===== src/hw/epc_cfg.svh =====
`ifndef EPC_CFG_SVH
`define EPC_CFG_SVH

// bus and pin widths
`define EPC_ADDR_W        22
`define EPC_DATA_W        16
`define EPC_CS_W          8
`define EPC_GEN_W         8

// chip select used by the address/data multiplexed space
`define EPC_MUX_CS_IDX    6

// data phase length of a multiplexed access, in core_clk cycles
`define EPC_DATA_CYCLES   2'h2

// idle level of the pin function select: 0 is the reset-time function
`define EPC_FUNC_RESET    1'b0
`define EPC_FUNC_NORMAL   1'b1

`endif


===== src/hw/epc_pkg.sv =====
package epc_pkg;

    // target of an access
    typedef enum logic [1:0] {
        EPC_SP_ROM = 2'b00,
        EPC_SP_RAM = 2'b01,
        EPC_SP_PER = 2'b10,
        EPC_SP_MUX = 2'b11
    } epc_space_t;

    // byte lanes of a 16-bit access
    typedef enum logic [1:0] {
        EPC_BY_UPPER = 2'b00,
        EPC_BY_LOWER = 2'b01,
        EPC_BY_WORD  = 2'b10
    } epc_byte_t;

    // sequencer states
    typedef enum logic [2:0] {
        EPC_ST_IDLE   = 3'b000,
        EPC_ST_ONCHIP = 3'b001,
        EPC_ST_ADDR   = 3'b010,
        EPC_ST_DATA   = 3'b011,
        EPC_ST_STBY   = 3'b100
    } epc_state_t;

endpackage


===== src/hw/epc_strobe_dec.sv =====
`timescale 1ns/10ps
`default_nettype none

// strobe and lane decode for one access cycle of the multiplexed space
module epc_strobe_dec
    import epc_pkg::*;
(
    // phase of the access
    input  wire logic      in_addr,
    input  wire logic      in_data,
    // access attributes
    input  wire logic      is_write,
    input  wire logic      wide,
    input  wire epc_byte_t bsel,
    input  wire logic      byte_sel_scheme,
    input  wire logic      addr0,
    // pin levels
    output logic           mux_cs_n,
    output logic           rd_n,
    output logic           upper_store_n,
    output logic           lower_store_n,
    output logic           a0_hbs,
    output logic           ah,
    // lane control: drive enable and address-not-data select
    output logic           hi_drive,
    output logic           hi_addr,
    output logic           lo_drive,
    output logic           lo_addr
);
    wire logic active  = in_addr | in_data;
    wire logic hi_data = wide & (bsel != EPC_BY_LOWER);
    wire logic lo_data = ~wide | (bsel != EPC_BY_UPPER);

    // chip select spans the whole access
    assign mux_cs_n = ~active;
    assign ah       = in_addr;
    assign rd_n     = ~(in_data & ~is_write);
    // shared pin: store strobe or low byte select, only in 16-bit space
    assign upper_store_n = ~(wide & (byte_sel_scheme
                             ? (active & (bsel != EPC_BY_UPPER))
                             : (in_data & is_write & hi_data)));
    // plain 8-bit writes use the lower store strobe alone
    assign lower_store_n = ~(in_data & is_write &
                             (byte_sel_scheme | ~wide | lo_data));
    // high byte select low for upper and word, high for lower
    assign a0_hbs = wide ? (bsel == EPC_BY_LOWER) : addr0;

    // in 16-bit space a lane carrying no data keeps showing address through the data phase; in 8-bit space the upper lane floats
    assign hi_drive = wide & (in_addr | (in_data & (~hi_data | is_write)));
    assign hi_addr  = in_addr | ~hi_data;
    assign lo_drive = in_addr | (in_data & (~lo_data | is_write));
    assign lo_addr  = in_addr | ~lo_data;
endmodule

`default_nettype wire


===== src/hw/epc_pin_ctrl.sv =====
`timescale 1ns/10ps
`default_nettype none
`include "epc_cfg.svh"

// Notes on behaviour
// - In standby, state-holding inputs float and state-holding outputs keep their last level.
// - With the standby output float bit set, state-holding outputs float in standby instead.
// - The wait input pull-up is on when its enable bit is 1 outside standby, and off when it is 0 or in standby.
// - Multiplexed pins carry a different function during reset than in normal operation.
// - On-chip accesses keep all chip selects and active-low strobes high and float bus and parity lines.
// - Mux-space accesses pull its select low, keep DRAM strobes high, read and 8-bit write low.
// - The address hold strobe is asserted only in the address phase, though in 16-bit space a lane carrying no data keeps the address through the data phase.
// - The upper store strobe or low byte select pin serves 16-bit space accesses only.
module epc_pin_ctrl
    import epc_pkg::*;
(
    // clock and reset
    input  wire logic                    core_clk,
    input  wire logic                    sys_rst,
    // control bits
    input  wire logic                    standby_output_float,
    input  wire logic                    wait_pullup_enable,
    input  wire logic                    standby_req,
    // access request from the core
    input  wire logic                    acc_start,
    input  wire epc_space_t              acc_space,
    input  wire logic                    acc_write,
    input  wire logic                    acc_wide,
    input  wire epc_byte_t               acc_bsel,
    input  wire logic                    acc_byte_sel_scheme,
    input  wire logic [`EPC_ADDR_W-1:0]  acc_addr,
    input  wire logic [`EPC_DATA_W-1:0]  acc_wdata,
    output logic                         acc_ready,
    output logic                         acc_done,
    output logic [`EPC_DATA_W-1:0]       acc_rdata,
    // bus control pins, active low unless named otherwise
    output logic [`EPC_CS_W-1:0]         cs_n,
    output logic                         ras_n,
    output logic                         column_strobe_upper_n,
    output logic                         column_strobe_lower_n,
    output logic                         read_strobe_n,
    output logic                         upper_store_strobe_n,
    output logic                         lower_store_strobe_n,
    output logic                         a0_high_byte_select,
    output logic                         address_hold_strobe,
    output logic [`EPC_ADDR_W-1:1]       addr_out,
    output logic                         bus_ctrl_oe_n,
    output logic                         wait_pullup_on,
    // muxed address/data lines and parity lines
    input  wire logic [`EPC_DATA_W-1:0]  muxed_bus_lines_in,
    output logic [`EPC_DATA_W-1:0]       muxed_bus_lines_out,
    output logic [`EPC_DATA_W-1:0]       muxed_bus_lines_oe_n,
    output logic                         parity_line_upper_out,
    output logic                         parity_line_upper_oe_n,
    output logic                         parity_line_lower_out,
    output logic                         parity_line_lower_oe_n,
    // state-holding general pins
    input  wire logic [`EPC_GEN_W-1:0]   gen_core_out,
    input  wire logic [`EPC_GEN_W-1:0]   gen_core_dir,
    output logic [`EPC_GEN_W-1:0]        gen_core_in,
    input  wire logic [`EPC_GEN_W-1:0]   gen_pin_in,
    output logic [`EPC_GEN_W-1:0]        gen_pin_out,
    output logic [`EPC_GEN_W-1:0]        gen_pin_oe_n,
    output logic                         gen_in_buf_en,
    output logic                         mux_pin_func
);
    localparam int HALF = `EPC_DATA_W / 2;

    epc_state_t                  state_reg, state_next;
    logic [1:0]                  cnt_reg, cnt_next;
    logic                        write_reg, wide_reg, bsc_reg;
    epc_byte_t                   bsel_reg;
    logic [`EPC_ADDR_W-1:0]      addr_reg;
    logic [`EPC_DATA_W-1:0]      wdata_reg;
    logic [`EPC_CS_W-1:0]        cs_n_reg;
    logic                        rd_n_reg, wrh_n_reg, wrl_n_reg, a0_reg, ah_reg;
    logic [`EPC_ADDR_W-1:1]      addr_out_reg;
    logic [`EPC_DATA_W-1:0]      bus_out_reg, bus_oe_n_reg, rdata_reg;
    logic                        done_reg, ready_reg, stby_reg, pull_reg, func_reg;
    logic [`EPC_GEN_W-1:0]       gen_out_reg, gen_oe_n_reg, gen_in_reg;

    // attribute values seen by the next cycle
    wire logic                   take      = (state_reg == EPC_ST_IDLE) & acc_start & ~standby_req;
    wire logic                   write_nx  = take ? acc_write : write_reg;
    wire logic                   wide_nx   = take ? acc_wide : wide_reg;
    wire logic                   bsc_nx    = take ? acc_byte_sel_scheme : bsc_reg;
    wire epc_byte_t              bsel_nx   = take ? acc_bsel : bsel_reg;
    wire logic [`EPC_ADDR_W-1:0] addr_nx   = take ? acc_addr : addr_reg;
    wire logic [`EPC_DATA_W-1:0] wdata_nx  = take ? acc_wdata : wdata_reg;
    wire logic                   last_data = (state_reg == EPC_ST_DATA) &
                                             (cnt_reg == `EPC_DATA_CYCLES - 2'h1);
    wire logic                   stby_nx   = (state_next == EPC_ST_STBY);

    // sequencer: standby only entered between accesses
    always_comb begin
        state_next = state_reg;
        cnt_next   = cnt_reg;
        case (state_reg)
            EPC_ST_IDLE: begin
                if (standby_req) begin
                    state_next = EPC_ST_STBY;
                end else if (take) begin
                    state_next = (acc_space == EPC_SP_MUX) ? EPC_ST_ADDR : EPC_ST_ONCHIP;
                end
            end
            EPC_ST_ONCHIP: begin
                state_next = EPC_ST_IDLE;
            end
            EPC_ST_ADDR: begin
                state_next = EPC_ST_DATA;
                cnt_next   = 2'h0;
            end
            EPC_ST_DATA: begin
                cnt_next = cnt_reg + 2'h1;
                if (last_data) begin
                    state_next = EPC_ST_IDLE;
                end
            end
            EPC_ST_STBY: begin
                if (!standby_req) begin
                    state_next = EPC_ST_IDLE;
                end
            end
            default: begin
                state_next = EPC_ST_IDLE;
            end
        endcase
    end

    // pin levels for the coming cycle
    logic mux_cs_n, rd_n, wrh_n, wrl_n, a0_hbs, ah;
    logic hi_drive, hi_addr, lo_drive, lo_addr;

    epc_strobe_dec u_dec (
        .in_addr         (state_next == EPC_ST_ADDR),
        .in_data         (state_next == EPC_ST_DATA),
        .is_write        (write_nx),
        .wide            (wide_nx),
        .bsel            (bsel_nx),
        .byte_sel_scheme (bsc_nx),
        .addr0           (addr_nx[0]),
        .mux_cs_n        (mux_cs_n),
        .rd_n            (rd_n),
        .upper_store_n   (wrh_n),
        .lower_store_n   (wrl_n),
        .a0_hbs          (a0_hbs),
        .ah              (ah),
        .hi_drive        (hi_drive),
        .hi_addr         (hi_addr),
        .lo_drive        (lo_drive),
        .lo_addr         (lo_addr)
    );

    // every select other than the mux one stays high; on-chip cycles leave all high
    wire logic [`EPC_CS_W-1:0] cs_n_nx = ~({{(`EPC_CS_W-1){1'b0}}, ~mux_cs_n}
                                           << `EPC_MUX_CS_IDX);
    // lanes float on on-chip cycles since no decoder phase is active there
    wire logic [`EPC_DATA_W-1:0] bus_nx = {hi_addr ? addr_nx[15:8] : wdata_nx[15:8],
                                           lo_addr ? addr_nx[7:0]  : wdata_nx[7:0]};
    wire logic [`EPC_DATA_W-1:0] oe_nx  = ~{{HALF{hi_drive}}, {HALF{lo_drive}}};

    // standby: outputs hold their level, or float when asked
    wire logic [`EPC_GEN_W-1:0] gen_oe_nx  = stby_nx
                                             ? (standby_output_float ? {`EPC_GEN_W{1'b1}}
                                                                     : gen_oe_n_reg)
                                             : ~gen_core_dir;
    wire logic [`EPC_GEN_W-1:0] gen_out_nx = stby_nx ? gen_out_reg : gen_core_out;

    // sequencer and attribute registers
    always_ff @(posedge core_clk) begin
        if (sys_rst) begin
            state_reg <= EPC_ST_IDLE;
            cnt_reg   <= 2'h0;
            write_reg <= 1'b0;
            wide_reg  <= 1'b0;
            bsc_reg   <= 1'b0;
            bsel_reg  <= EPC_BY_WORD;
            addr_reg  <= {`EPC_ADDR_W{1'b0}};
            wdata_reg <= {`EPC_DATA_W{1'b0}};
        end else begin
            state_reg <= state_next;
            cnt_reg   <= cnt_next;
            write_reg <= write_nx;
            wide_reg  <= wide_nx;
            bsc_reg   <= bsc_nx;
            bsel_reg  <= bsel_nx;
            addr_reg  <= addr_nx;
            wdata_reg <= wdata_nx;
        end
    end

    // bus pin registers; DRAM strobes never leave high here
    always_ff @(posedge core_clk) begin
        if (sys_rst) begin
            cs_n_reg     <= {`EPC_CS_W{1'b1}};
            rd_n_reg     <= 1'b1;
            wrh_n_reg    <= 1'b1;
            wrl_n_reg    <= 1'b1;
            a0_reg       <= 1'b0;
            ah_reg       <= 1'b0;
            addr_out_reg <= {(`EPC_ADDR_W-1){1'b0}};
            bus_out_reg  <= {`EPC_DATA_W{1'b0}};
            bus_oe_n_reg <= {`EPC_DATA_W{1'b1}};
        end else begin
            cs_n_reg     <= cs_n_nx;
            rd_n_reg     <= rd_n;
            wrh_n_reg    <= wrh_n;
            wrl_n_reg    <= wrl_n;
            a0_reg       <= a0_hbs;
            ah_reg       <= ah;
            addr_out_reg <= addr_nx[`EPC_ADDR_W-1:1];
            bus_out_reg  <= bus_nx;
            bus_oe_n_reg <= stby_nx ? {`EPC_DATA_W{1'b1}} : oe_nx;
        end
    end

    // handshake, read data and power-down state
    always_ff @(posedge core_clk) begin
        if (sys_rst) begin
            rdata_reg <= {`EPC_DATA_W{1'b0}};
            done_reg  <= 1'b0;
            ready_reg <= 1'b0;
            stby_reg  <= 1'b0;
            pull_reg  <= 1'b0;
            func_reg  <= `EPC_FUNC_RESET;
        end else begin
            if (last_data && !write_reg) begin
                rdata_reg <= muxed_bus_lines_in;
            end
            done_reg  <= last_data | (state_reg == EPC_ST_ONCHIP);
            ready_reg <= (state_next == EPC_ST_IDLE) & ~standby_req;
            stby_reg  <= stby_nx;
            // wait input floats in standby, so its pull-up drops too
            pull_reg  <= wait_pullup_enable & ~stby_nx;
            func_reg  <= `EPC_FUNC_NORMAL;
        end
    end

    // general pins: reset leaves them as inputs
    always_ff @(posedge core_clk) begin
        if (sys_rst) begin
            gen_out_reg  <= {`EPC_GEN_W{1'b0}};
            gen_oe_n_reg <= {`EPC_GEN_W{1'b1}};
            gen_in_reg   <= {`EPC_GEN_W{1'b0}};
        end else begin
            gen_out_reg  <= gen_out_nx;
            gen_oe_n_reg <= gen_oe_nx;
            if (!stby_reg) begin
                gen_in_reg <= gen_pin_in;
            end
        end
    end

    // port drive straight from registers, except parity and DRAM strobe pins held at constants
    assign acc_ready              = ready_reg;
    assign acc_done               = done_reg;
    assign acc_rdata              = rdata_reg;
    assign cs_n                   = cs_n_reg;
    assign ras_n                  = func_reg | 1'b1;
    assign column_strobe_upper_n  = func_reg | 1'b1;
    assign column_strobe_lower_n  = func_reg | 1'b1;
    assign read_strobe_n          = rd_n_reg;
    assign upper_store_strobe_n   = wrh_n_reg;
    assign lower_store_strobe_n   = wrl_n_reg;
    assign a0_high_byte_select    = a0_reg;
    assign address_hold_strobe    = ah_reg;
    assign addr_out               = addr_out_reg;
    assign bus_ctrl_oe_n          = stby_reg;
    assign wait_pullup_on         = pull_reg;
    assign muxed_bus_lines_out    = bus_out_reg;
    assign muxed_bus_lines_oe_n   = bus_oe_n_reg;
    // parity is not generated for on-chip or mux space, lines stay floated
    assign parity_line_upper_out  = 1'b0;
    assign parity_line_upper_oe_n = 1'b1;
    assign parity_line_lower_out  = 1'b0;
    assign parity_line_lower_oe_n = 1'b1;
    assign gen_core_in            = gen_in_reg;
    assign gen_pin_out            = gen_out_reg;
    assign gen_pin_oe_n           = gen_oe_n_reg;
    assign gen_in_buf_en          = ~stby_reg;
    assign mux_pin_func           = func_reg;
endmodule

`default_nettype wire


===== config.mk =====
export PLATFORM = sky130hd
export DESIGN_NAME = epc_pin_ctrl
export DESIGN_NICKNAME = d
export VERILOG_FILES = /design/src/hw/epc_pkg.sv /design/src/hw/epc_strobe_dec.sv /design/src/hw/epc_pin_ctrl.sv
export VERILOG_INCLUDE_DIRS = /design/src /design/src/hw
export SDC_FILE = /design/constraint.sdc
export NUM_CORES = 1
export LEC_CHECK = 0
export BUFFER_PORTS_ARGS = -buffer_cell sky130_fd_sc_hd__buf_2
export CAP_MARGIN = 15
export CORE_MARGIN = 4
export CORE_UTILIZATION = 43
export CTS_CLUSTER_DIAMETER = 120
export CTS_CLUSTER_SIZE = 10
export DETAILED_ROUTE_END_ITERATION = 6
export PLACE_DENSITY = 0.8
export SLEW_MARGIN = 10
export SYNTH_ARGS = -nofsm -noshare
export SYNTH_HDL_FRONTEND = slang
export SYNTH_SLANG_ARGS = --single-unit
export TNS_END_PERCENT = 5

===== constraint.sdc =====
create_clock -name core_clk -period 1.71 [get_ports core_clk]
set_input_delay 0.0855 -clock core_clk [delete_from_list [all_inputs] [get_ports core_clk]]
set_output_delay 0.0855 -clock core_clk [all_outputs]
set_load 0.005 [all_outputs]

After elaboration in Yosys (flattened, before gate mapping)

Index checks and enable logic that the tools add are counted.

$add $sub $neg: 1
Equal/unequal tests: 12
Mux-type cells: 20
Bitwise operators: 39
Reduce and logical (&&, ||, !) cells: 7

Operator list:

| cell                  | count |
|---|---|
| $mux W8               | 4 |
| $mux W22              | 1 |
| $mux W16              | 1 |
| $not A16 Y16          | 1 |
| $and A1 B1 Y1         | 15 |
| $eq A3 B2 Y1 const B  | 4 |
| $mux W3               | 4 |
| $pmux W3 S4           | 1 |
| $or A1 B1 Y1          | 11 |
| $not A1 Y1            | 10 |
| $not A7 Y8            | 1 |
| $not A8 Y8            | 1 |
| $eq A3 B3 Y1 const B  | 2 |
| $logic_not A3 Y1      | 2 |
| $mux W1               | 6 |
| $eq A2 B1 Y1 const B  | 2 |
| $mux W2               | 2 |
| $pmux W2 S2           | 1 |
| $reduce_bool A2 Y1    | 2 |
| $eq A3 B1 Y1 const B  | 1 |
| $add A2 B1 Y2 const B | 1 |
| $eq A2 B2 Y1 const B  | 1 |
| $ne A2 B1 Y1 const B  | 1 |
| $ne A2 B2 Y1 const B  | 1 |
| other kinds (3)       | 3 |

Register bits after elaboration: 159
Bits of input ports: 91
Output and inout bits: 119
Word-level logic and storage cells: 105

Logic depth before layout (Yosys ltp)

Gate-level depths: netlist (run 1).

Depth in word-level cells: 12
Mapped depth: 8
Gate-level depth less buffers: 6

Cells and area by module

From an unflattened synthesis (run 1), not the netlist that was laid out.

Cells, all modules: 631
Area total of the unflattened synthesis: 5251.3 um^2

Modules (own cells, without submodules):

| module         | times used | cells an instance | area an instance (um^2) | seq. area each (um^2) |
|---|---|---|---|---|
| epc_pin_ctrl   | 1          | 613               | 5119.9                  | 2342.2 |
| epc_strobe_dec | 1          | 18                | 131.4                   | 0.0 |

Least setup slack after synthesis (run 1)

No wires, ideal clock.

Path kind: register to register
From: register state_reg[0]
To: register bus_out_reg[0] (netlist: muxed_bus_lines_out[0])
Setup time: 0.121 ns
Arrival time: 1.689 ns
Data required time: 1.589 ns
Setup slack: -0.100 ns
Stages on the path, launching flop included: 7
Path buffers: 2
Period minus slack after synthesis: 1.810 ns
Cell sequence: dfxtp_1 nor4_4 and2_1 buf_4 buf_12 mux2_2 mux2_2

Cells in the longest elaborated chain, start to end: 9
Elaborated cells between the ends (all ways): 23
Classes of those cells: eq/ne: 4; mux: 10; bitwise: 7; reduce/logical: 2

Ends and longest elaborated chain:

| item                                        | RTL line                                  | text |
|---|---|---|
| start: declaration                          | epc_pin_ctrl.sv:69                        | `epc_state_t state_reg, state_next;` |
| start signal: assignment                    | epc_pin_ctrl.sv:181                       | `state_reg <= state_next;` |
| $logic_not A3 Y1                            | epc_pin_ctrl.sv:83, epc_pin_ctrl.sv:98    |  |
| $and A1 B1 Y1 (2 in a row)                  | epc_pin_ctrl.sv:83                        | `wire logic take = (state_reg == EPC_ST_IDLE) & acc_start & ~standby_req;` |
| $mux W3 (tied with other cells)             | epc_pin_ctrl.sv:102                       | `end else if (take) begin` |
| $mux W3 (tied with other cells)             | epc_pin_ctrl.sv:100                       | `if (standby_req) begin` |
| $pmux W3 S4 or $or A1 B1 Y1 (tied branches) | epc_pin_ctrl.sv:98, epc_strobe_dec.sv:32  |  |
| $eq A3 B2 Y1 or $not A1 Y1 (tied branches)  | epc_pin_ctrl.sv:135, epc_strobe_dec.sv:52 |  |
| $or A1 B1 Y1                                | epc_strobe_dec.sv:52                      | `assign lo_addr = in_addr \| ~lo_data;` |
| $mux W8 *                                   | epc_pin_ctrl.sv:159                       | `lo_addr ? addr_nx[7:0] : wdata_nx[7:0]};` |
| end signal: assignment                      | epc_pin_ctrl.sv:202                       | `` bus_out_reg <= {`EPC_DATA_W{1'b0}}; `` |
| end signal: assignment                      | epc_pin_ctrl.sv:212                       | `bus_out_reg <= bus_nx;` |
| end: declaration                            | epc_pin_ctrl.sv:78                        | `` logic [`EPC_DATA_W-1:0] bus_out_reg, bus_oe_n_reg, rdata_reg; `` |

Every way passes the cells marked *; elsewhere a longest branch is shown, timed or not.
A chain may end at the register's enable or synchronous reset.

Final worst setup path (run 1)

From: register state_reg[0]
To: register bus_out_reg[14] (netlist: muxed_bus_lines_out[14])

Cells in the longest elaborated chain, start to end: 9
Elaborated cells between the ends (all ways): 22
Classes of those cells: eq/ne: 5; mux: 10; bitwise: 6; reduce/logical: 1

Ends and longest elaborated chain:

| item                                         | RTL line                                  | text |
|---|---|---|
| $logic_not A3 Y1                             | epc_pin_ctrl.sv:83, epc_pin_ctrl.sv:98    |  |
| $and A1 B1 Y1 (2 in a row)                   | epc_pin_ctrl.sv:83                        |  |
| $mux W3 or $mux W2 (tied branches)           | epc_pin_ctrl.sv:102, epc_pin_ctrl.sv:87   |  |
| $mux W3 or $ne A2 B1 Y1 (tied branches)      | epc_pin_ctrl.sv:100, epc_strobe_dec.sv:31 |  |
| $pmux W3 S4 or $and A1 B1 Y1 (tied branches) | epc_pin_ctrl.sv:98, epc_strobe_dec.sv:31  |  |
| $eq A3 B2 Y1 or $not A1 Y1 (tied branches)   | epc_pin_ctrl.sv:135, epc_strobe_dec.sv:50 |  |
| $or A1 B1 Y1                                 | epc_strobe_dec.sv:50                      | `assign hi_addr = in_addr \| ~hi_data;` |
| $mux W8 *                                    | epc_pin_ctrl.sv:158                       | `` wire logic [`EPC_DATA_W-1:0] bus_nx = {hi_addr ? addr_nx[15:8] : wdata_nx[15:8], `` |

Marked as above.

==> results of run 1 <==
-- worst paths after layout --
kind                          start  slack (ns)                 endpoint  depth (start not counted)
max                    state_reg[0]       -0.03  muxed_bus_lines_out[14]                          5
min          muxed_bus_lines_in[10]        0.35            acc_rdata[10]                          4
max reg2reg            state_reg[0]       -0.03  muxed_bus_lines_out[14]                          5
min reg2reg          gen_pin_out[2]        0.45           gen_pin_out[2]                          2
-- per-layer routing --
layer / routed length, um / vias up / GRT usage (%)
li1: - / 2098 / -
met3: 1083 / 23 / 5.722
met4: 220 / 0 / 7.612
met2: 7178 / 199 / 38.78
met5: 0 / - / 0
met1: 5411 / 1953 / 23.38
-- kinds of logic after synthesis --
| logic type | count (synthesis) | synth area share (%) |
|---|---|---|
| mux | 77 | 17.08 |
| buf+inv | 82 | 11.31 |
| other cells | 2 | 0.1589 |
| flops | 117 | 49.56 |
| simple gates | 177 | 16.42 |
| compound gates | 42 | 5.031 |
| xor+xnor | 1 | 0.1854 |
| fa+ha+maj | 1 | 0.2647 |
-- Yosys cell counts (3+ instances only) --
cell      count
nor3b_1       3
buf_1         3
mux2i_1      57
nand2_1     104
nand2b_1      4
nor3_1        9
a21oi_1      24
and2_1        9
nor2_1       34
o21ai_0      10
dfxtp_1     117
buf_4        52
clkbuf_1     16
mux2_2       19
inv_1         6
-- final cells by class --
class,instances,share of cell area [%]
Clock buffer,24,6.856
Multi-Input combinational cell,312,27.67
Inverter,6,0.3148
Sequential cell,117,32.81
Tap cell,140,2.448
Clock inverter,5,0.3498
Timing Repair Buffer,307,29.56
-- metrics by stage --
| step | utilization, % | TNS (ns) | cell area (um^2) | power (mW) |
|---|---|---|---|---|
| global placement | 51.88 | -0.4294 | 5599 | 3.585 |
| finish | 66.29 | -0.2032 | 7154 | 6.839 |
| CTS | 65.67 | -0.1960 | 7088 | 6.879 |
| detailed placement | 51.88 | -1.082 | 5599 | 3.613 |
| global route | 66.29 | -0.7735 | 7154 | 7.101 |
| floorplan | - | -0.5982 | 4782 | 3.361 |
-- power by group through the flow --
| stage | logic, mW | clock network (mW) | registers [mW] |
|---|---|---|---|
| floorplan | 0.392 | 0 | 2.97 |
| global placement | 0.614 | 0 | 2.97 |
| detailed placement | 0.639 | 0 | 2.97 |
| finish | 0.864 | 3.05 | 2.92 |
| global route | 0.936 | 3.23 | 2.93 |
| CTS | 0.830 | 3.13 | 2.92 |
-- worst register-to-register path: cells and delay by family, from the launching register on --
family                 cells  cell delay, ns
buffers and inverters      1            0.17
DFF                        1            0.35
muxes                      2            0.57
and+or+nand+nor            2            0.54
-- timing repair --
action | in CTS | in global routing
pin swaps | 2 | 2
endpoints found under the hold margin | 92 | 0
endpoints found under the setup margin | 16 | 17
setup buffers | 1 | 1
gates cloned | 1 | 0
gates resized for setup | 10 | 15
hold buffers | 90 | 0
==> impl_results.md, run 1 <==
- Status: finished with violations
- Failing checks: setup timing
- Post-DR wirelength/cell: approximately 15 um
- CTS tree: built
- Clock buffer depth: 2
- Max VDD drop: 0.5048 mV
- CP max FO: 8
- RSZ-0062 raised after global routing: true
- CP Data Required Time: between 2 and 2.5 ns
- #FFs+latches synth: 117
- Row cnt: 38
- Tmin final: ~1.7 ns
- Hold WC Path Type: input port to register
- Reg area: ~2300 um^2
- Initial Util: 43.79%
- Max-slew violations: 0
- Die area: about 13000 um^2
- Placed Instances: approximately 790
- Worst slew pin tran: 0.5497 ns
- Final hold viol count: 0
- Gp weighted congestion: between 0.7 and 0.8
- Top_reg_cell synth: dfxtp_1
- # IOs: between 200 and 250
- Final setup skew: slightly below 0.008 ns
- Antenna diodes: 0
- Switching power: between 1.5 and 2 mW
- Hpwl dp: 8.811 mm
- Setup violations, final: 10
- Core ar.: around 11000 um^2
- Total GRT Usage: between 20% and 30%
- DRT Pass-1 Iters: 5
- Static Leak: between 3 and 4 nW
- Synth async-reset ratio: 0%
- Switch share: between 20% and 30%
- CP max stage cell: dfxtp_4
- Final hold slack: around 0.35 ns
- Power per Cell Area: roughly 960 nW/um^2
- Most common cell after layout, fill and taps aside: buf_2
- Layout cells sized above 1: a little over a third
- Multi-input gate area: roughly 2000 um^2
- Routed WL: 13.89 mm
- Most frequent cells in the layout: buf_2 (195), dfxtp_1 (115), nand2_1 (104)
- Chip width: about 110 um
- Drt drc: 0
- Buf/Inv on CP: 1
- Largest net degree at the start of global routing: 75
- Setup Crit Path Kind: register to register
- Initial antenna violation count: 0
- Seq/Total Area, Yosys: 49.56%
- YS warnings: 0
- CP max stage delay: about 0.35 ns
- Yosys cell types: between 40 and 50
- Vias in the first global route: roughly 4400
- Netlist Area Pre-Place: ~4700 um^2
- Clock-pin slew on the worst setup and hold paths: 0.05 ns
- Seq pwr share: between 40% and 50%
- Post-layout nets: between 800 and 900
- # port buffers: between 150 and 200
- Antenna Violating Nets Remaining: 0
- Synth Instances: approximately 500
- Fmax: 574.8 MHz
- Critical Path Start Type: register
- Average size of a mapped cell: ~9.5 um^2
- DP Worst Slack: -0.09051 ns
- Root buffer cell: clkbuf_8
- Synth area leaders: dfxtp_1 (50%), mux2i_1 (12%), buf_4 (8.3%)
- Tcrit/Tclk final: 101.7%
- Worst path top cell family by delay: multiplexers
- Die height: 112.8 um
- First-pass GRT wire length: ~22 mm
- CTS Buf Count: 17
- EDFF count, synth: 0
- CP cell instances: nor4_4 > and2_4 > mux2i_4 > buf_12 > mux2_4
- Area leader, netlist: dfxtp_1
- CTS H-tree lvls: 4
- Number of fill cells: between 800 and 900
- Maxcap violations: 0
- Critical Path End Type: register
- Max reg flops: 22
- 1st-iter DRT viols: 189
- Vias per inst: around 4.7
- Clk Latency, worst-skew pair: around 0.50 ns
- Area growth, synth to finish: 51.39%
- Setup ws final: -0.02961 ns
- Clk pwr share: between 40% and 50%
- Slew HR: ~63%
- Cell internal pwr: approximately 5.3 mW
- CTS Sinks: roughly 120
- Vias: around 4300
- Post-synth top area share: between 40% and 50%
- Total gr overflow: 0
- Combinational Power Share: approximately an eighth
- Post-route non-filler standard cell count: between 900 and 1000
- Arrival @ worst endpoint: 2.13 ns
(Power assumes the default switching activity.)
==> run 2, diff against run 1 <==
--- a/config.mk
+++ b/config.mk
@@ -13,7 +13,7 @@
 export CTS_CLUSTER_DIAMETER = 120
 export CTS_CLUSTER_SIZE = 10
 export DETAILED_ROUTE_END_ITERATION = 6
-export PLACE_DENSITY = 0.8
+export PLACE_DENSITY = 0.77
 export SLEW_MARGIN = 10
 export SYNTH_ARGS = -nofsm -noshare
 export SYNTH_HDL_FRONTEND = slang
==> run 2 against run 1 <==
The flow now finishes without violations. Cell count is 0.44% higher. Worst setup slack better by 0.037 ns. Maximum frequency is 2.2% higher. Critical path depth stayed put. Clock power is 18% higher. Die area stayed put. Design area is 0.98% higher. Sequential power hardly changed. Worst hold slack better by 0.0042 ns. Via count hardly changed. Global-route usage is 0.59 points lower.
==> impl_results.md, run 2 (synthesis results as in run 1) <==
- Status: finished, final reports clean (was finished with violations)
- Switching power: 1.606 mW (was 1.572 mW)
- Most common cell after layout, fill and taps aside: buf_2 (unchanged)
- Clock-pin slew on the worst setup and hold paths: 0.06 ns (was 0.05 ns)
- Maxcap violations: 0 (unchanged)
- CTS H-tree lvls: 4 (unchanged)
- Antenna diodes: 0 (unchanged)
- Setup ws final: 0.007430 ns (was -0.02961 ns)
- CTS Buf Count: 17 (unchanged)
- DP Worst Slack: -0.09034 ns (was -0.09051 ns)
- Most frequent cells in the layout: buf_2 (195), dfxtp_1 (115), nand2_1 (104) (unchanged)
- Vias: 4274 (was 4273)
- Die height: 112.8 um (unchanged)
- Clock buffer depth: 2 (unchanged)
- Seq pwr share: 39.7% (was 42.8%)
- Placed cell areas: 5634 um^2 (was 5599 um^2)
- Post-layout nets: 854 (was 853)
- Drt drc: 0 (unchanged)
- Antenna Violating Nets Remaining: 0 (unchanged)
- CP Data Required Time: 2.10 ns (about the same)
- Root buffer cell: clkbuf_8 (unchanged)
- Hpwl dp: 8.562 mm (was 8.811 mm)
- 1st-iter DRT viols: 264 (was 189)
- Setup Fix Bufs, Post-CTS: 0 (was 1)
- Max-slew violations: 0 (unchanged)
- Final hold slack: 0.3582 ns (was 0.3541 ns)
- Vias in the first global route: 4355 (was 4435)
- Final core occ: 66.94% (was 66.29%)
- Max reg flops: 22 (unchanged)
- CP max stage delay: 0.35 ns (about the same)
- Switch share: 21.80% (was 22.98%)
- Fin Setup TNS: 0 ns (was -0.2032 ns)
- CP max FO: 8 (unchanged)
- Worst slew pin tran: 0.5338 ns (was 0.5497 ns)
- Core ar.: 10790 um^2 (unchanged)
- Final hold viol count: 0 (unchanged)
- Critical Path End Type: register (unchanged)
- Total gr overflow: 0 (unchanged)
- First-pass GRT wire length: 21.06 mm (was 21.56 mm)
- Tmin final: 1.703 ns (was 1.740 ns)
- CP cell instances: nor4_4 > and2_4 > mux2i_4 > buf_12 > mux2_4 (unchanged)
- # port buffers: 195 (unchanged)
- Critical Path Start Type: register (unchanged)
- Largest net degree at the start of global routing: 75 (unchanged)
- Hold WC Path Type: input port to register (unchanged)
- Post-DR wirelength/cell: 14.81 um (was 15.25 um)
- Total GRT Usage: 20.58% (was 21.17%)
- Multi-input gate area: 1949 um^2 (was 1979 um^2)
- Clk Latency, worst-skew pair: 0.50 ns (about the same)
- CTS tree: built (unchanged)
- Number of fill cells: 797 (was 810)
- # IOs: 210 (unchanged)
- Vias per inst: 4.671 (was 4.690)
- Fmax: 587.3 MHz (was 574.8 MHz)
- Setup violations, final: 0 (was 10)
- DRT Pass-1 Iters: 4 (was 5)
- Die area: 12730 um^2 (unchanged)
- Combinational Power Share: 11.5% (was 12.6%)
- Max VDD drop: 0.4987 mV (was 0.5048 mV)
- Initial antenna violation count: 0 (unchanged)
- Clk pwr share: 48.8% (was 44.6%)
- Chip width: 112.8 um (unchanged)
- CP max stage cell: dfxtp_4 (unchanged)
- Arrival @ worst endpoint: 2.09 ns (was 2.13 ns)
- Static Leak: 3.427 nW (was 3.392 nW)
- Slew HR: 64.37% (was 63.30%)
- Row cnt: 38 (unchanged)
- Power per Cell Area: 1020 nW/um^2 (was 956.0 nW/um^2)
- Tcrit/Tclk final: 99.57% (was 101.7%)
- Setup Crit Path Kind: register to register (unchanged)
- CTS Sinks: 117 (unchanged)
- Cell internal pwr: 5.762 mW (was 5.267 mW)
- Reg area: 2347 um^2 (unchanged)
- Final setup skew: 0.006974 ns (was 0.007753 ns)
- Area growth, synth to finish: 52.87% (was 51.39%)
- Fin area: 7224 um^2 (was 7154 um^2)
- Gp weighted congestion: 0.8675 (was 0.7931)
- RSZ-0062 raised after global routing: true (unchanged)
- Layout cells sized above 1: 36.00% (was 36.45%)
- Routed WL: 13.55 mm (was 13.89 mm)
- Initial Util: 43.79% (unchanged)
run 2: cell count changes in the layout (fill, tap and decap cells not counted), moves of 2 or more:
cell / previous run / this run
buf_4: 15 / 18
buf_6: 2 / 0
bufinv_16: 0 / 4
clkbuf_8: 6 / 3
mux2i_1: 50 / 54
mux2i_2: 6 / 3
run 2: area by class of cell:
| cell class | instances | area share [%] |
|---|---|---|
| Timing Repair Buffer | 308 | 29.41 |
| Clock buffer | 22 | 6.269 |
| Tap cell | 140 | 2.425 |
| Inverter | 6 | 0.3117 |
| Sequential cell | 117 | 32.49 |
| Multi-Input combinational cell | 312 | 26.98 |
| Clock inverter | 10 | 2.113 |
run 2: metrics by stage:
stage,power [mW],cells
final,7.368,915
after detailed placement,3.616,792
after global placement,3.595,792
after CTS,7.404,914
after global routing,7.648,915
after floorplan,3.361,511
run 2: power by group through the flow:
stage	Sequential (mW)	Combinational (mW)	Clock [mW]
after global placement	2.97	0.623	0
after floorplan	2.97	0.392	0
final	2.92	0.849	3.60
after global routing	2.93	0.923	3.79
after CTS	2.92	0.812	3.67
after detailed placement	2.97	0.641	0
run 2: what timing repair did:
action / in CTS / in global routing
resized for setup: 5 / 10
setup endpoints to repair: 17 / 16
gates cloned: 0 / 1
hold endpoints to repair: 92 / 0
pin swaps: 2 / 2
hold buffers: 90 / 0
run 2: final timing paths:
check                             to  depth (start not counted)  slack, ns               start
min reg2reg           gen_pin_out[3]                          2       0.45      gen_pin_out[3]
max          muxed_bus_lines_out[12]                          5      0.007        state_reg[0]
max reg2reg  muxed_bus_lines_out[12]                          5      0.007        state_reg[0]
min                   wait_pullup_on                          3       0.36  wait_pullup_enable
run 2: worst max-delay path: cells and delay by family, from the launching register on:
family	cells	cell delay [ns]
muxes	2	0.56
and+or+nand+nor	2	0.50
DFF	1	0.35
buffers and inverters	1	0.17
run 2: metal layers:
metal,vias to the layer above,global-route usage (%),wire [um]
met3,27,6.471,1101
li1,2103,-,-
met4,0,7.933,274
met5,-,0,0
met2,185,35.35,6671
met1,1959,23.94,5504
==> run 3, diff against run 2 <==
--- a/config.mk
+++ b/config.mk
@@ -6,14 +6,15 @@
 export SDC_FILE = /design/constraint.sdc
 export NUM_CORES = 1
 export LEC_CHECK = 0
+export ABC_AREA = 0
 export BUFFER_PORTS_ARGS = -buffer_cell sky130_fd_sc_hd__buf_2
 export CAP_MARGIN = 15
-export CORE_MARGIN = 4
-export CORE_UTILIZATION = 43
+export CORE_MARGIN = 3
+export CORE_UTILIZATION = 47
 export CTS_CLUSTER_DIAMETER = 120
 export CTS_CLUSTER_SIZE = 10
 export DETAILED_ROUTE_END_ITERATION = 6
-export PLACE_DENSITY = 0.77
+export PLACE_DENSITY = 0.8
 export SLEW_MARGIN = 10
 export SYNTH_ARGS = -nofsm -noshare
 export SYNTH_HDL_FRONTEND = slang
==> constraint.sdc (replaced) <==
create_clock -name core_clk -period 1.9 [get_ports core_clk]
set_input_delay 0.095 -clock core_clk [delete_from_list [all_inputs] [get_ports core_clk]]
set_output_delay 0.095 -clock core_clk [all_outputs]
set_load 0.005 [all_outputs]
==> run 3 against run 2 <==
Wire length decreased by 1.1%. First-iteration DRC count down 31%. Via count increased by 0.58%. Sequential share of layout area grew 0.78 points. Critical path depth is 2 higher. Design area is 2.5% lower. Cell count is 1.9% lower. Critical path type unchanged.
==> impl_results.md, run 3 (synthesis results as in run 1) <==
- Status: finished, final reports clean (unchanged)
- Routed WL: 13.40 mm (was 13.55 mm)
- Seq pwr share: 41.7% (was 39.7%)
- Switching power: 1.456 mW (was 1.606 mW)
- Setup Crit Path Kind: register to register (unchanged)
- CP Data Required Time: 2.28 ns (was 2.10 ns)
- Power per Cell Area: 896.9 nW/um^2 (was 1020 nW/um^2)
- Vias: 4299 (was 4274)
- DP Worst Slack: 0.1391 ns (was -0.09034 ns)
- Layout cells sized above 1: 34.85% (was 36.00%)
- Core ar.: 9503 um^2 (was 10790 um^2)
- Most common cell after layout, fill and taps aside: buf_2 (unchanged)
- Setup violations, final: 0 (unchanged)
- Arrival @ worst endpoint: 2.25 ns (was 2.09 ns)
- DRT Pass-1 Iters: 4 (unchanged)
- Largest net degree at the start of global routing: 51 (was 75)
- Fmax: 534.8 MHz (was 587.3 MHz)
- Hold path depth: 4 (was 3)
- CTS Buf Count: 17 (unchanged)
- Hold WC Path Type: input port to register (unchanged)
- First-pass GRT wire length: 21.18 mm (was 21.06 mm)
- Buf/Inv on CP: 3 (was 1)
- CTS H-tree lvls: 4 (unchanged)
- R2R depth: 7 (was 5)
- Post-layout nets: 848 (was 854)
- Die area: 11290 um^2 (was 12730 um^2)
- Clock-pin slew on the worst setup and hold paths: 0.05 ns (was 0.06 ns)
- Vias in the first global route: 4398 (was 4355)
- Setup ws final: 0.03011 ns (was 0.007430 ns)
- Initial Util: 49.73% (was 43.79%)
- CP max stage cell: dlygate4sd3_1 (was dfxtp_4)
- Total gr overflow: 0 (unchanged)
- Clk pwr share: 46.9% (was 48.8%)
- CTS Sinks: 117 (unchanged)
- Vias per inst: 4.787 (was 4.671)
- Critical Path Start Type: register (unchanged)
- Placed cell areas: 5520 um^2 (was 5634 um^2)
- Fin area: 7041 um^2 (was 7224 um^2)
- Most frequent cells in the layout: buf_2 (195), dfxtp_1 (117), nand2_1 (104) (was buf_2 (195), dfxtp_1 (115), nand2_1 (104))
- Maxcap violations: 0 (unchanged)
- Worst slew pin tran: 0.5022 ns (was 0.5338 ns)
- Initial antenna violation count: 0 (unchanged)
- Die height: 106.3 um (was 112.8 um)
- Drt drc: 0 (unchanged)
- CTS tree: built (unchanged)
- Antenna Violating Nets Remaining: 0 (unchanged)
- Chip width: 106.3 um (was 112.8 um)
- Fin Setup TNS: 0 ns (unchanged)
- Hpwl dp: 8.159 mm (was 8.562 mm)
- Worst Hold Path EP: state_reg[0] (was wait_pullup_on)
- 1st-iter DRT viols: 182 (was 264)
- Combinational Power Share: 11.5% (about the same)
- CP cell instances: buf_4 > nor2_2 > nand2_1 > buf_6 > nor3_1 > o21ai_0 > dlygate4sd3_1 (was nor4_4 > and2_4 > mux2i_4 > buf_12 > mux2_4)
- Static Leak: 3.330 nW (was 3.427 nW)
- Hold_sp: acc_space[0] (was wait_pullup_enable)
- Max reg flops: 22 (unchanged)
- Area growth, synth to finish: 48.98% (was 52.87%)
- Antenna diodes: 0 (unchanged)
- Reg2reg start: state_reg[0] (unchanged)
- RSZ-0062 raised after global routing: true (unchanged)
- Tmin final: 1.870 ns (was 1.703 ns)
- Cell internal pwr: 4.859 mW (was 5.762 mW)
- CP max stage delay: 0.56 ns (was 0.35 ns)
- Gp weighted congestion: 0.9050 (was 0.8675)
- # port buffers: 195 (unchanged)
- Max-slew violations: 0 (unchanged)
- R2r setup slk: 0.03 ns (was 0.007 ns)
- Slew HR: 66.16% (was 64.37%)
- Final setup skew: 0.007078 ns (was 0.006974 ns)
- Critical Path End Type: register (unchanged)
- Max VDD drop: 0.5190 mV (was 0.4987 mV)
- R2r endpoint: gen_pin_oe_n[3] (was muxed_bus_lines_out[12])
- Worst path top cell family by delay: buffers and inverters (was multiplexers)
- Row cnt: 35 (was 38)
- Final core occ: 74.09% (was 66.94%)
- CP max FO: 26 (was 8)
- Final hold viol count: 0 (unchanged)
- Tcrit/Tclk final: 98.42% (was 99.57%)
- Root buffer cell: clkbuf_8 (unchanged)
- Switch share: 23.05% (was 21.80%)
- # IOs: 210 (unchanged)
- Post-DR wirelength/cell: 14.92 um (was 14.81 um)
- Total GRT Usage: 23.60% (was 20.58%)
- Clk Latency, worst-skew pair: 0.50 ns (about the same)
- Clock buffer depth: 2 (unchanged)
run 3: routing by layer:
| metal | vias to the layer above | share of wire (%) | global-route usage [%] |
|---|---|---|---|
| li1 | 2090 | - | - |
| met1 | 2004 | 40 | 25.15 |
| met2 | 180 | 51 | 42.85 |
| met3 | 25 | 7.5 | 8.561 |
| met4 | 0 | 2.0 | 7.956 |
| met5 | - | 0 | 0 |
run 3: per-stage QoR:
step	total power [mW]	hold WS, ns	std cells
final	6.315	0.04289	898
after global routing	6.557	0.04512	898
after CTS	6.344	0.01523	898
after detailed placement	3.225	0.3250	772
after global placement	3.207	0.3201	772
after floorplan	3.023	0.1735	511
run 3: area by class of cell:
type / count / area (um^2)
flip-flops and latches: 117 / 2342
fillers: 656 / 2462
inverters: 6 / 22.52
clock inverters: 13 / 133.9
multi-input cells: 312 / 1903
clock buffers: 19 / 431.7
well taps: 129 / 161.4
repair buffers: 302 / 2046
run 3: how the worst max path moves through the flow:
stage	end	cells after the start	start	slack, ns
after floorplan	muxed_bus_lines_out[0]	6	state_reg[0]	0.09
after global placement	muxed_bus_lines_out[8]	4	state_reg[0]	0.15
after global routing	gen_pin_oe_n[5]	7	state_reg[0]	-0.03
after detailed placement	muxed_bus_lines_out[6]	6	state_reg[0]	0.14
after CTS	gen_pin_oe_n[5]	7	state_reg[0]	0.02
final	gen_pin_oe_n[3]	7	state_reg[0]	0.03
run 3: repair_timing:
item	in CTS	in global routing
endpoints found under the hold margin	92	0
resized for setup	0	6
hold buffers	94	0
endpoints found under the setup margin	0	5
buffers inserted	0	0
run 3: power by group through the flow:
stage / sequential (mW) / clock [mW] / combinational, mW
2_1_floorplan: 2.67 / 0 / 0.351
5_1_grt: 2.64 / 3.13 / 0.789
3_3_place_gp: 2.67 / 0 / 0.534
6_report: 2.63 / 2.96 / 0.725
3_5_place_dp: 2.68 / 0 / 0.549
4_1_cts: 2.63 / 3.02 / 0.702
run 3: worst min-delay path, cell delays in order:
cell     delay (ns)
buf_2          0.12
nand2_1        0.12
a21oi_1        0.08
nor2_1         0.08
